--- src/common/gde_pkg.sv ---
// Package for the graphics drawing parameter bank: register map, field
// layouts, reset values, operation codes and the carrier structs.
// Assumes a 32-bit register port and 24-bit maximum pixel depth.
package gde_pkg;

  localparam int GDE_AW = 12;
  localparam int GDE_DW = 32;
  localparam int GDE_PW = 24;
  localparam int GDE_CW = 11;

  // Register byte offsets.
  localparam logic [11:0] GDE_OFF_BLIT_HEIGHT = 12'h004;
  localparam logic [11:0] GDE_OFF_BEGIN_X = 12'h008;
  localparam logic [11:0] GDE_OFF_BEGIN_Y = 12'h00c;
  localparam logic [11:0] GDE_OFF_TARGET_X = 12'h010;
  localparam logic [11:0] GDE_OFF_TARGET_Y = 12'h014;
  localparam logic [11:0] GDE_OFF_THICKNESS = 12'h018;
  localparam logic [11:0] GDE_OFF_PATTERN = 12'h01c;
  localparam logic [11:0] GDE_OFF_COLOUR = 12'h020;
  localparam logic [11:0] GDE_OFF_RASTER_OP = 12'h024;
  localparam logic [11:0] GDE_OFF_GRAPHICS_OP = 12'h028;
  localparam logic [11:0] GDE_OFF_CLIP_CTRL = 12'h040;
  localparam logic [11:0] GDE_OFF_STATUS = 12'h054;
  localparam logic [11:0] GDE_OFF_DEPTH = 12'h070;

  // Writable bit masks; bits outside a mask are reserved and read zero.
  localparam logic [31:0] GDE_MASK_HEIGHT = 32'h0000_07ff;
  localparam logic [31:0] GDE_MASK_COORD = 32'hffff_ffff;
  localparam logic [31:0] GDE_MASK_THICKNESS = 32'h0000_000f;
  localparam logic [31:0] GDE_MASK_PATTERN = 32'h0000_ffff;
  localparam logic [31:0] GDE_MASK_COLOUR = 32'h00ff_ffff;
  localparam logic [31:0] GDE_MASK_RASTER_OP = 32'h0000_000f;
  localparam logic [31:0] GDE_MASK_GRAPHICS_OP = 32'h0000_00ff;
  localparam logic [31:0] GDE_MASK_CLIP = 32'h0000_0001;
  localparam logic [31:0] GDE_MASK_DEPTH = 32'h0000_0007;
  localparam logic [31:0] GDE_REG_RESET = 32'h0000_0000;

  // Field positions.
  localparam int GDE_GOR_CODE_LSB = 4;
  localparam int GDE_GOR_PAT1D_BIT = 0;
  localparam int GDE_CMD_SHIFT = 8;
  localparam int GDE_STAT_BUSY_BIT = 0;
  localparam int GDE_STAT_COUNT_LSB = 16;

  // Graphics operation codes.
  localparam logic [3:0] GDE_GOC_NOP = 4'h0;
  localparam logic [3:0] GDE_GOC_LINE = 4'hd;
  localparam logic [3:0] GDE_GOC_BLIT = 4'hb;
  localparam logic [3:0] GDE_GOC_FILL = 4'hf;

  // Raster operation codes.
  typedef enum logic [3:0] {
    GDE_ROP_MOV = 4'h0,
    GDE_ROP_OR = 4'h1,
    GDE_ROP_AND = 4'h2,
    GDE_ROP_XOR = 4'h3,
    GDE_ROP_NOT = 4'h4,
    GDE_ROP_NOR = 4'h5,
    GDE_ROP_NAND = 4'h6,
    GDE_ROP_XNOR = 4'h7
  } gde_rop_t;

  // Pixel depth codes held in the depth register.
  localparam logic [2:0] GDE_BPP_1 = 3'h0;
  localparam logic [2:0] GDE_BPP_2 = 3'h1;
  localparam logic [2:0] GDE_BPP_4 = 3'h2;
  localparam logic [2:0] GDE_BPP_8 = 3'h3;
  localparam logic [2:0] GDE_BPP_16 = 3'h4;
  localparam logic [2:0] GDE_BPP_24 = 3'h5;

  // Drawing parameters handed to the engine.
  typedef struct packed {
    logic [15:0] cmd_code;
    logic [3:0] op_code;
    logic clip_mode;
    logic [31:0] begin_x;
    logic [31:0] begin_y;
    logic [31:0] target_x;
    logic [31:0] target_y;
    logic [10:0] blit_height;
    logic [3:0] line_thickness;
    logic [23:0] colour;
  } gde_params_t;

  // One pixel operation requested by the engine.
  typedef struct packed {
    logic [10:0] x;
    logic [10:0] y;
    logic [23:0] src;
    logic [23:0] dst;
  } gde_pixel_req_t;

  // Result of one pixel operation.
  typedef struct packed {
    logic write;
    logic [23:0] data;
  } gde_pixel_res_t;

endpackage

--- src/design/gde_raster_alu.sv ---
// Raster logic unit: combines a source value with the destination pixel.
// Assumes the caller registers the result and supplies a depth mask.
`timescale 1ns/10ps
`default_nettype none
module gde_raster_alu
  import gde_pkg::*;
#(
  parameter int WIDTH = 24
) (
  input wire logic [3:0] rop,
  input wire logic [WIDTH-1:0] src,
  input wire logic [WIDTH-1:0] dst,
  input wire logic [WIDTH-1:0] mask,
  output logic [WIDTH-1:0] result
);

  logic [WIDTH-1:0] raw;

  always_comb begin
    case (gde_rop_t'(rop))
      GDE_ROP_MOV: raw = src;
      GDE_ROP_OR: raw = src | dst;
      GDE_ROP_AND: raw = src & dst;
      GDE_ROP_XOR: raw = src ^ dst;
      GDE_ROP_NOT: raw = ~src;
      GDE_ROP_NOR: raw = ~(src | dst);
      GDE_ROP_NAND: raw = ~(src & dst);
      GDE_ROP_XNOR: raw = ~(src ^ dst);
      default: raw = src;
    endcase
    result = raw & mask;
  end

endmodule // gde_raster_alu
`default_nettype wire

--- src/design/gde_param_regs.sv ---
// Drawing parameter bank of the graphics engine with its pixel stage.
// Assumes a same-clock register port and a drawing engine that requests
// pixel operations one at a time and reports the end of each operation.
//
// The plain strobed port and the register addresses were left to the implementer.
`timescale 1ns/10ps
`default_nettype none
module gde_param_regs
  import gde_pkg::*;
#(
  parameter int COUNT_W = 16
) (
  input wire logic clk_sys,
  input wire logic reset,
  input wire logic [GDE_AW-1:0] reg_addr,
  input wire logic [GDE_DW-1:0] reg_wdata,
  input wire logic reg_write,
  input wire logic reg_read,
  output logic [GDE_DW-1:0] reg_rdata,
  output logic draw_start,
  output gde_params_t draw_params,
  input wire logic draw_done,
  input wire logic pix_req,
  input wire gde_pixel_req_t pix_in,
  output logic pix_ack,
  output gde_pixel_res_t pix_out
);

  typedef enum logic [1:0] {
    GDE_ST_IDLE = 2'b00,
    GDE_ST_ACTIVE = 2'b01,
    GDE_ST_FINISH = 2'b11
  } gde_state_t;

  // Register storage.
  logic [31:0] height_q, height_d;
  logic [31:0] bx_q, bx_d;
  logic [31:0] by_q, by_d;
  logic [31:0] tx_q, tx_d;
  logic [31:0] ty_q, ty_d;
  logic [31:0] thick_q, thick_d;
  logic [31:0] pat_q, pat_d;
  logic [31:0] colour_q, colour_d;
  logic [31:0] rop_q, rop_d;
  logic [31:0] gop_q, gop_d;
  logic [31:0] clip_q, clip_d;
  logic [31:0] depth_q, depth_d;
  logic [31:0] rdata_q, rdata_d;

  // Operation state.
  gde_state_t state_q, state_d;
  logic start_q, start_d;
  logic [COUNT_W-1:0] count_q, count_d;
  logic [15:0] pat_work_q, pat_work_d;
  logic pat_1d_q, pat_1d_d;
  gde_params_t params_q, params_d;

  // Pixel stage.
  logic ack_q, ack_d;
  gde_pixel_res_t res_q, res_d;

  logic [3:0] op_code;
  logic line_op;
  logic clipped;
  logic [23:0] depth_mask;
  logic [23:0] colour_px;
  logic [23:0] alu_src;
  logic [23:0] alu_result;
  logic pat_bit_2d;
  logic pat_bit;
  logic patterned;
  logic blit_op;
  logic fill_op;
  logic [31:0] status_word;

  // Operation decode from the stored operation register.
  assign op_code = gop_q[GDE_GOR_CODE_LSB +: 4];
  assign line_op = (op_code == GDE_GOC_LINE);
  assign blit_op = (op_code == GDE_GOC_BLIT);
  assign fill_op = (op_code == GDE_GOC_FILL);
  assign clipped = line_op && clip_q[0];

  // Depth mask and colour pick by pixel depth.
  always_comb begin
    depth_mask = 24'h00_0000;
    colour_px = 24'h00_0000;
    case (depth_q[2:0])
      GDE_BPP_1: begin
        depth_mask = 24'h00_0001;
        colour_px = {23'h00_0000, colour_q[3]};
      end
      GDE_BPP_2: begin
        depth_mask = 24'h00_0003;
        colour_px = {22'h00_0000, colour_q[3:2]};
      end
      GDE_BPP_4: begin
        depth_mask = 24'h00_000f;
        colour_px = {20'h0_0000, colour_q[3:0]};
      end
      GDE_BPP_8: begin
        depth_mask = 24'h00_00ff;
        colour_px = {16'h0000, colour_q[7:0]};
      end
      GDE_BPP_16: begin
        depth_mask = 24'h00_ffff;
        colour_px = {8'h00, colour_q[15:0]};
      end
      GDE_BPP_24: begin
        depth_mask = 24'hff_ffff;
        colour_px = colour_q[23:0];
      end
      default: begin
        depth_mask = 24'hff_ffff;
        colour_px = colour_q[23:0];
      end
    endcase
  end

  // Pattern bit: 2D selects by low X and Y bits, rows counted from the top.
  always_comb begin
    pat_bit_2d = pat_q[{~pix_in.y[1:0], pix_in.x[1:0]}];
    pat_bit = pat_1d_q ? pat_work_q[0] : pat_bit_2d;
    patterned = line_op || fill_op;
    alu_src = blit_op ? pix_in.src : colour_px;
  end

  gde_raster_alu #(
    .WIDTH(GDE_PW)
  ) u_alu (
    .rop(rop_q[3:0]),
    .src(alu_src),
    .dst(pix_in.dst),
    .mask(depth_mask),
    .result(alu_result)
  );

  // Status word: busy flag and pixel count of the current or last operation.
  always_comb begin
    status_word = 32'h0000_0000;
    status_word[GDE_STAT_BUSY_BIT] = (state_q != GDE_ST_IDLE);
    status_word[GDE_STAT_COUNT_LSB +: COUNT_W] = count_q;
  end

  // Register port: writes and reads; the sequencer below starts operations.
  always_comb begin
    height_d = height_q;
    bx_d = bx_q;
    by_d = by_q;
    tx_d = tx_q;
    ty_d = ty_q;
    thick_d = thick_q;
    pat_d = pat_q;
    colour_d = colour_q;
    rop_d = rop_q;
    gop_d = gop_q;
    clip_d = clip_q;
    depth_d = depth_q;
    rdata_d = 32'h0000_0000;
    if (reg_write) begin
      case (reg_addr)
        GDE_OFF_BLIT_HEIGHT: height_d = reg_wdata & GDE_MASK_HEIGHT;
        GDE_OFF_BEGIN_X: bx_d = reg_wdata & GDE_MASK_COORD;
        GDE_OFF_BEGIN_Y: by_d = reg_wdata & GDE_MASK_COORD;
        GDE_OFF_TARGET_X: tx_d = reg_wdata & GDE_MASK_COORD;
        GDE_OFF_TARGET_Y: ty_d = reg_wdata & GDE_MASK_COORD;
        GDE_OFF_THICKNESS: thick_d = reg_wdata & GDE_MASK_THICKNESS;
        GDE_OFF_PATTERN: pat_d = reg_wdata & GDE_MASK_PATTERN;
        GDE_OFF_COLOUR: colour_d = reg_wdata & GDE_MASK_COLOUR;
        GDE_OFF_RASTER_OP: rop_d = reg_wdata & GDE_MASK_RASTER_OP;
        GDE_OFF_GRAPHICS_OP: gop_d = reg_wdata & GDE_MASK_GRAPHICS_OP;
        GDE_OFF_CLIP_CTRL: clip_d = reg_wdata & GDE_MASK_CLIP;
        GDE_OFF_DEPTH: depth_d = reg_wdata & GDE_MASK_DEPTH;
        default: ;
      endcase
    end
    if (reg_read) begin
      case (reg_addr)
        GDE_OFF_BLIT_HEIGHT: rdata_d = height_q;
        GDE_OFF_BEGIN_X: rdata_d = bx_q;
        GDE_OFF_BEGIN_Y: rdata_d = by_q;
        GDE_OFF_TARGET_X: rdata_d = tx_q;
        GDE_OFF_TARGET_Y: rdata_d = ty_q;
        GDE_OFF_THICKNESS: rdata_d = thick_q;
        GDE_OFF_PATTERN: rdata_d = pat_q;
        GDE_OFF_COLOUR: rdata_d = colour_q;
        GDE_OFF_RASTER_OP: rdata_d = rop_q;
        GDE_OFF_GRAPHICS_OP: rdata_d = gop_q;
        GDE_OFF_CLIP_CTRL: rdata_d = clip_q;
        GDE_OFF_DEPTH: rdata_d = depth_q;
        GDE_OFF_STATUS: rdata_d = status_word;
        default: rdata_d = 32'h0000_0000;
      endcase
    end
  end

  // Operation sequencer and parameter copy, re-registered every cycle.
  always_comb begin
    state_d = state_q;
    start_d = 1'b0;
    count_d = count_q;
    pat_work_d = pat_work_q;
    pat_1d_d = pat_1d_q;
    params_d = params_q;
    params_d.cmd_code = {gop_q[7:0], 8'h00} | {8'h00, rop_q[7:0]};
    params_d.op_code = op_code;
    params_d.clip_mode = clipped;
    params_d.begin_x = clipped ? bx_q : {21'h00_0000, bx_q[10:0]};
    params_d.begin_y = clipped ? by_q : {21'h00_0000, by_q[10:0]};
    params_d.target_x = clipped ? tx_q : {21'h00_0000, tx_q[10:0]};
    params_d.target_y = clipped ? ty_q : {21'h00_0000, ty_q[10:0]};
    params_d.blit_height = height_q[10:0];
    params_d.line_thickness = thick_q[3:0];
    params_d.colour = colour_px;
    case (state_q)
      GDE_ST_IDLE: begin
        if (reg_write && reg_addr == GDE_OFF_GRAPHICS_OP &&
            reg_wdata[GDE_GOR_CODE_LSB +: 4] != GDE_GOC_NOP) begin
          state_d = GDE_ST_ACTIVE;
          start_d = 1'b1;
          count_d = '0;
          pat_work_d = pat_q[15:0];
          pat_1d_d = reg_wdata[GDE_GOR_PAT1D_BIT];
        end
      end
      GDE_ST_ACTIVE: begin
        if (draw_done) begin
          state_d = GDE_ST_FINISH;
        end
      end
      GDE_ST_FINISH: begin
        state_d = GDE_ST_IDLE;
      end
      default: state_d = GDE_ST_IDLE;
    endcase
    if (pix_req && state_q == GDE_ST_ACTIVE) begin
      count_d = count_q + COUNT_W'(1);
      if (pat_1d_q && patterned) begin
        pat_work_d = {pat_work_q[0], pat_work_q[15:1]};
      end
    end
  end

  // Pixel stage: pattern gating and raster result, one cycle later.
  always_comb begin
    ack_d = pix_req;
    res_d = res_q;
    if (pix_req) begin
      res_d.write = patterned ? pat_bit : 1'b1;
      res_d.data = alu_result;
    end
  end

  // Register bank storage, cleared by reset.
  always_ff @(posedge clk_sys) begin
    if (reset) begin
      height_q <= GDE_REG_RESET;
      bx_q <= GDE_REG_RESET;
      by_q <= GDE_REG_RESET;
      tx_q <= GDE_REG_RESET;
      ty_q <= GDE_REG_RESET;
      thick_q <= GDE_REG_RESET;
      pat_q <= GDE_REG_RESET;
      colour_q <= GDE_REG_RESET;
      rop_q <= GDE_REG_RESET;
      gop_q <= GDE_REG_RESET;
      clip_q <= GDE_REG_RESET;
      depth_q <= GDE_REG_RESET;
      rdata_q <= GDE_REG_RESET;
    end else begin
      height_q <= height_d;
      bx_q <= bx_d;
      by_q <= by_d;
      tx_q <= tx_d;
      ty_q <= ty_d;
      thick_q <= thick_d;
      pat_q <= pat_d;
      colour_q <= colour_d;
      rop_q <= rop_d;
      gop_q <= gop_d;
      clip_q <= clip_d;
      depth_q <= depth_d;
      rdata_q <= rdata_d;
    end
  end

  // Sequencer state and parameter copy, re-registered every cycle.
  always_ff @(posedge clk_sys) begin
    if (reset) begin
      state_q <= GDE_ST_IDLE;
      start_q <= 1'b0;
      count_q <= '0;
      pat_work_q <= 16'h0000;
      pat_1d_q <= 1'b0;
      params_q <= '0;
    end else begin
      state_q <= state_d;
      start_q <= start_d;
      count_q <= count_d;
      pat_work_q <= pat_work_d;
      pat_1d_q <= pat_1d_d;
      params_q <= params_d;
    end
  end

  // Pixel stage answer registers.
  always_ff @(posedge clk_sys) begin
    if (reset) begin
      ack_q <= 1'b0;
      res_q <= '0;
    end else begin
      ack_q <= ack_d;
      res_q <= res_d;
    end
  end

  // Every output comes straight from a flip-flop.
  assign reg_rdata = rdata_q;
  assign draw_start = start_q;
  assign draw_params = params_q;
  assign pix_ack = ack_q;
  assign pix_out = res_q;

endmodule // gde_param_regs
`default_nettype wire

--- config.mk ---
export PLATFORM = sky130hd
export DESIGN_NAME = gde_param_regs
export DESIGN_NICKNAME = d
export VERILOG_FILES = /design/src/common/gde_pkg.sv /design/src/design/gde_raster_alu.sv /design/src/design/gde_param_regs.sv
export SDC_FILE = /design/constraint.sdc
export NUM_CORES = 1
export LEC_CHECK = 0
export BUFFER_PORTS_ARGS = -buffer_cell sky130_fd_sc_hd__buf_2
export CAP_MARGIN = 10
export CELL_PAD_IN_SITES_DETAIL_PLACEMENT = 1
export CELL_PAD_IN_SITES_GLOBAL_PLACEMENT = 2
export CORE_UTILIZATION = 34
export CTS_BUF_LIST = sky130_fd_sc_hd__clkbuf_4 sky130_fd_sc_hd__clkbuf_8
export DETAILED_ROUTE_END_ITERATION = 8
export PLACE_DENSITY_LB_ADDON = 0.2
export SYNTH_ARGS = -nofsm -noshare
export SYNTH_HDL_FRONTEND = slang
export SYNTH_SLANG_ARGS = --single-unit
--- constraint.sdc ---
create_clock -name clk_sys -period 3.53 [get_ports clk_sys]
set_clock_uncertainty 0.2 [all_clocks]
set_input_delay 0.706 -clock clk_sys [delete_from_list [all_inputs] [get_ports clk_sys]]
set_output_delay 0.706 -clock clk_sys [all_outputs]
set_load 0.05 [all_outputs]
Yosys cells after proc, flatten, opt, wreduce, memory -nomap -nowiden
Index checks and enable logic that the tools add are counted.

Register bits: 481. Logic and storage cells: 130. Output and inout bits: 247.

Reductions and logical operators: 30. Magnitude comparators: 1. Add/sub/neg operators: 1. Bitwise operators: 13. Mux-type cells: 20. Equality and inequality tests: 30.

Operators with widths (count): $pmux 32 s13 (1); $pmux 24 s5 (2); $pmux 24 s7 (1); $mux 16 (7); $not 24->24 (4); $and 24x24->24 (2); $eq 12x5->1 const B (4); $eq 12x6->1 const B (3); $eq 12x7->1 const B (3); $reduce_and 2->1 (15); $eq 12x4->1 const B (2); $mux 24 (1); $or 24x24->24 (1); $xor 24x24->24 (1); $add 16x1->16 const B (1); $eq 4x3->1 const B (4); $or 16x4->16 (1); $eq 12x3->1 const B (1); $eq 4x4->1 const B (3); $eq 4x2->1 const B (2); $eq 3x2->1 const B (2); $lt 4x6->1 const B (1); $reduce_bool 2->1 (3); $reduce_or 2->1 (3); other kinds (16) (27).

Depth between registers and ports, before layout
Word-level depth: 7. Depth in mapped cells: 11. Gate-level depth less buffers: 10.

Modules after synthesis
Synthesis repeated with hierarchy kept, for this count alone.

Cell total of the unflattened synthesis: 2292. Area, all modules: 19915.4 µm².

By module, submodules not included: gde_param_regs (seq. area each 9469.1 µm², area each 17321.6 µm², cells each 1889, instances 1); gde_raster_alu (seq. area each 0.0 µm², area each 2593.7 µm², cells each 403, instances 1).

Least setup slack after synthesis
OpenSTA, ideal clock, no wires.

Path kind: reg-to-reg. From: reg gop_q[6]. To: reg res_q (netlist bit pix_out[23]). Required time: 3.213 ns. Library setup time: 0.117 ns. Arrival: 2.514 ns. Cell stages (with the launch flop): 11. Period minus slack after synthesis: 2.831 ns. Slack: 0.699 ns. Path buffers: 1. Path through: dfxtp_1 > nand4b_1 > buf_1 > mux2i_1 > inv_1 > ha_1 > xnor2_1 > o21ai_0 > a221oi_1 > nand3_1 > a32o_1.

Longest elaborated chain between the ends: 6. Elaborated cells between the ends (all ways): 11.

RTL lines: start, declared (RTL line gde_param_regs.sv:45) `logic [31:0] gop_q, gop_d;`; start signal, assigned (RTL line gde_param_regs.sv:279) `gop_q <= gop_d;`; $eq 4x4->1 * (RTL line gde_param_regs.sv:79) `assign blit_op = (op_code == GDE_GOC_BLIT);`; $mux 24 * (RTL line gde_param_regs.sv:124) `alu_src = blit_op ? pix_in.src : colour_px;`; $xor 24x24->24, or another cell as far along (RTL line gde_raster_alu.sv:24, gde_raster_alu.sv:28); $not 24->24 (on tied branches) (RTL line gde_raster_alu.sv:28, gde_raster_alu.sv:26, gde_raster_alu.sv:27); $pmux 24 s7 * (RTL line gde_raster_alu.sv:20) `case (gde_rop_t'(rop))`; $and 24x24->24 * (RTL line gde_raster_alu.sv:31) `result = raw & mask;`; end signal, assigned (RTL line gde_param_regs.sv:312) `res_q <= res_d;`; end, declared (RTL line gde_param_regs.sv:60) `gde_pixel_res_t res_q, res_d;`.

Mark *: on every way between the ends. The rest lies on a longest branch, timed or not. A chain may end at the register's enable or synchronous reset.

Worst setup path in the final report
Same ends and word-level chain as after synthesis.

==> summary.txt <==
result of the run: finished, final reports clean
buffers inserted by post-CTS timing repair: 0
worst r2r dst: pix_out[23]
first-iteration detailed-routing DRC count: 1200
worst-case clock buffer depth: 3
netlist area before placement: 0.0199 sq mm
Ys Warns: 0
Max FO, Critical Path: 14
WP data required: 3.88 ns
count of flip-flops with a built-in enable after synthesis: 0
dominant cell type by area after synthesis: sky130_fd_sc_hd__dfxtp_1
clk sink count: 473
Max IR drop VDD: 0.257 mV
Avg WL per Cell: 22.4 um
detailed placer's ending HPWL: 54900 um
total routing resource utilization after global routing: 25.5%
core area: 0.0577 sq mm
overflow left after global routing: 0
class of the most critical setup path: register to register
# IOs: 367
post-cts sizing count: 0
count of antenna-violating nets left after detailed routing: 0
Die Span X: 244 um
startpoint type of the worst setup path: register
CP top delay family: compound AO/OA/AOI/OAI gates
via/cell ratio: 5.30
first drt pass iteration count: 6
arrival time at the worst endpoint: 3.48 ns
most frequently used cell type in the post-synthesis netlist: sky130_fd_sc_hd__dfxtp_1
post-detailed-route DRC marker count: 0
routed via count: 18.3k
Leakage Power: 10.3 nW
quantity of hold-fixing buffers added after cts: 0
Max H-tree Level: 3
Clk Latency, worst-skew pair: 0.68 ns
Hold/Removal Path Class: input port to register
R2R Path Start: gop_q[6]
crit path capture: pix_out[23]
mean area per synthesized cell: 8.70 sq um
number of max-slew violations in the final report: 0
Period minus WS final: 3.13 ns
number of antenna violations at the first check in global routing: 6
post-route fraction of the period consumed by the critical path: 88.8%
area share of the largest cell type after synthesis: 47.7%
top achievable clock speed: 319 MHz
std cell rows: 88
TritonCTS clock tree: built
Num CTS Buffers: 84
Post-synth top flop: sky130_fd_sc_hd__dfxtp_1
distinct cell type count after synthesis: 79
Critical Path Slowest Stage Cell: sky130_fd_sc_hd__mux2i_1
vias in the first global route: 18.8k
effective utilization at floorplan: 34.4%
Slew HR: 22.6%
reg-to-reg setup timing slack: 0.40 ns
net count reported at finish: 2779
delay contributed by the slowest stage of the critical path: 0.46 ns
areal power density over the cells: 471 mW/mm^2
path depth of the worst reg2reg path: 10
total cell area at the placement stage: 0.0225 sq mm
crit path capture type: register
sequential cell area: 0.00947 sq mm
critical path, cell by cell: nand4b_1 > buf_4 > mux2i_1 > inv_1 > ha_1 > xnor2_1 > o21ai_0 > a221oi_1 > nand3_1 > a32o_1
P&R area growth vs syn: 23.0%
clock-pin slew on the worst setup and hold paths: 0.06 ns
post-synthesis instance total: 2283
non-filler cells in the finished layout: 3456
total negative slack: 0 ns
DRT Wirelength: 77600 um
slew of the pin with the lowest slew margin: 1.16 ns
worst slack at placement: 0.326 ns
Crit path buffers/inverters: 2
wire length of the first global-routing pass: 116000 um
final weighted congestion of routability-driven global placement: 0.895
leading cell types by total area after synthesis: sky130_fd_sc_hd__dfxtp_1 48%, sky130_fd_sc_hd__nand2_1 8.7%, sky130_fd_sc_hd__a21oi_1 6.2%
Setup Viol. Count Final: 0
sequential area share after synthesis: 47.7%
die area: 0.0594 sq mm
maximum number of pins on one net before global-route repair: 120
final critical-path setup slack: 0.396 ns
proportion of layout cells with a drive suffix above 1: 24.6%
flip-flop and latch count after synthesis: 473
final design area excluding fillers: 0.0244 sq mm
Commonest cells post-synth: 473 x sky130_fd_sc_hd__dfxtp_1, 461 x sky130_fd_sc_hd__nand2_1, 248 x sky130_fd_sc_hd__a21oi_1
clock tree root driver cell: sky130_fd_sc_hd__clkbuf_8
total number of cells along the worst setup path: 10
number of maximum-capacitance constraint violations: 0
beginning of the critical path: gop_q[6]
multi-input combinational cell area: 0.00942 sq mm
Final Hold Viols: 0
Port Buffers: 344
Placed Cells incl. Taps: 3297
async set-or-reset flop fraction in the synthesized netlist: 0%
fillcell total: 6858
unrepaired setup endpoints after global routing: no
Die H: 244 um
-- placed cells by master (no fill, tap or decap), types with 55 or more instances in the layout --
master,n
sky130_fd_sc_hd__dfxtp_1,472
sky130_fd_sc_hd__a22oi_1,55
sky130_fd_sc_hd__nor2_1,91
sky130_fd_sc_hd__nand2_1,461
sky130_fd_sc_hd__clkbuf_8,113
sky130_fd_sc_hd__and2_1,110
sky130_fd_sc_hd__nand3_1,76
sky130_fd_sc_hd__a21oi_1,248
sky130_fd_sc_hd__buf_2,343
sky130_fd_sc_hd__nor2b_1,79
sky130_fd_sc_hd__buf_4,77
-- worst register-to-register path, delay by kind of cell (launching register included) --
family	cells	cell delay, ns
adder cells (fa/ha/maj)	1	0.30
AND/OR/NAND/NOR	2	0.32
AO/OA/AOI/OAI	3	0.76
multiplexers	1	0.47
buffers and inverters	2	0.40
flip-flops	1	0.43
XOR/XNOR	1	0.13
-- flip-flops by register name (all words and copies together), names as in the netlist --
signal	flops
bx_q	32
by_q	32
clip_q	1
colour_q	24
count_q	16
depth_q	3
draw_params	180
draw_start	1
gop_q	8
height_q	11
pat_1d_q	1
pat_q	16
pat_work_q	16
pix_ack	1
pix_out	25
reg_rdata	32
rop_q	4
state_q	2
thick_q	4
tx_q	32
ty_q	32
-- through the flow --
stage	utilization [%]	hold WS [ns]	power (mW)
3_5_place_dp	39.0	0.228	5.84
2_1_floorplan	-	0.237	5.64
5_1_grt	42.3	0.0752	12.0
6_report	42.4	0.107	11.5
3_3_place_gp	39.0	0.226	5.83
4_1_cts	42.3	0.0507	11.7
-- power breakdown --
part	switching [mW]	internal, mW	total, mW	leakage (nW)
Combinational	0.277	0.104	0.381	5.45
Clock	2.39	3.41	5.79	1.03
Sequential	0.000841	5.34	5.34	3.81
-- how the worst min path moves through the flow --
stage,cells past startpoint,slack [ns],to,from
global route,3,0.08,by_q[30],reg_wdata[30]
finish,3,0.11,bx_q[26],reg_wdata[26]
detailed placement,2,0.23,pix_out[13],pix_out[13]
CTS,3,0.05,bx_q[26],reg_wdata[26]
global placement,2,0.23,pix_out[13],pix_out[13]
floorplan,2,0.24,ty_q[1],ty_q[1]
-- kinds of logic (layout without fill, tap and decap cells) --
logic type	count (synthesis)	count (layout)	share of synthesized area, %
buffers and inverters	233	633	5.12
adders and majority gates	41	41	2.58
and+or+nand+nor	945	945	23.1
AOI/OAI and AO/OA	508	508	17.2
other	1	9	0.0189
DFF	473	473	47.7
xor gates and xnor gates	22	22	0.970
muxes	60	60	3.32
-- final cells by class --
| cell class | instances | share of cell area (%) |
|---|---|---|
| antenna | 5 | 0.0512 |
| clock buffer | 136 | 7.07 |
| clock inverter | 18 | 0.901 |
| inverter | 52 | 0.799 |
| multi-input combinational | 1580 | 38.6 |
| sequential | 473 | 38.8 |
| tap | 765 | 3.92 |
| timing repair buffer | 427 | 9.94 |
-- per-layer routing --
layer / share of wire, % / vias to the layer above / wire, um / GRT usage [%]
met5: 0.048 / - / 37 / 0
met3: 4.9 / 129 / 3770 / 4.02
li1: - / 8535 / - / -
met2: 48 / 524 / 37500 / 42.5
met1: 44 / 9126 / 34000 / 33.2
met4: 2.9 / 6 / 2250 / 9.47
No activity file was read; power rests on OpenSTA's default activity.
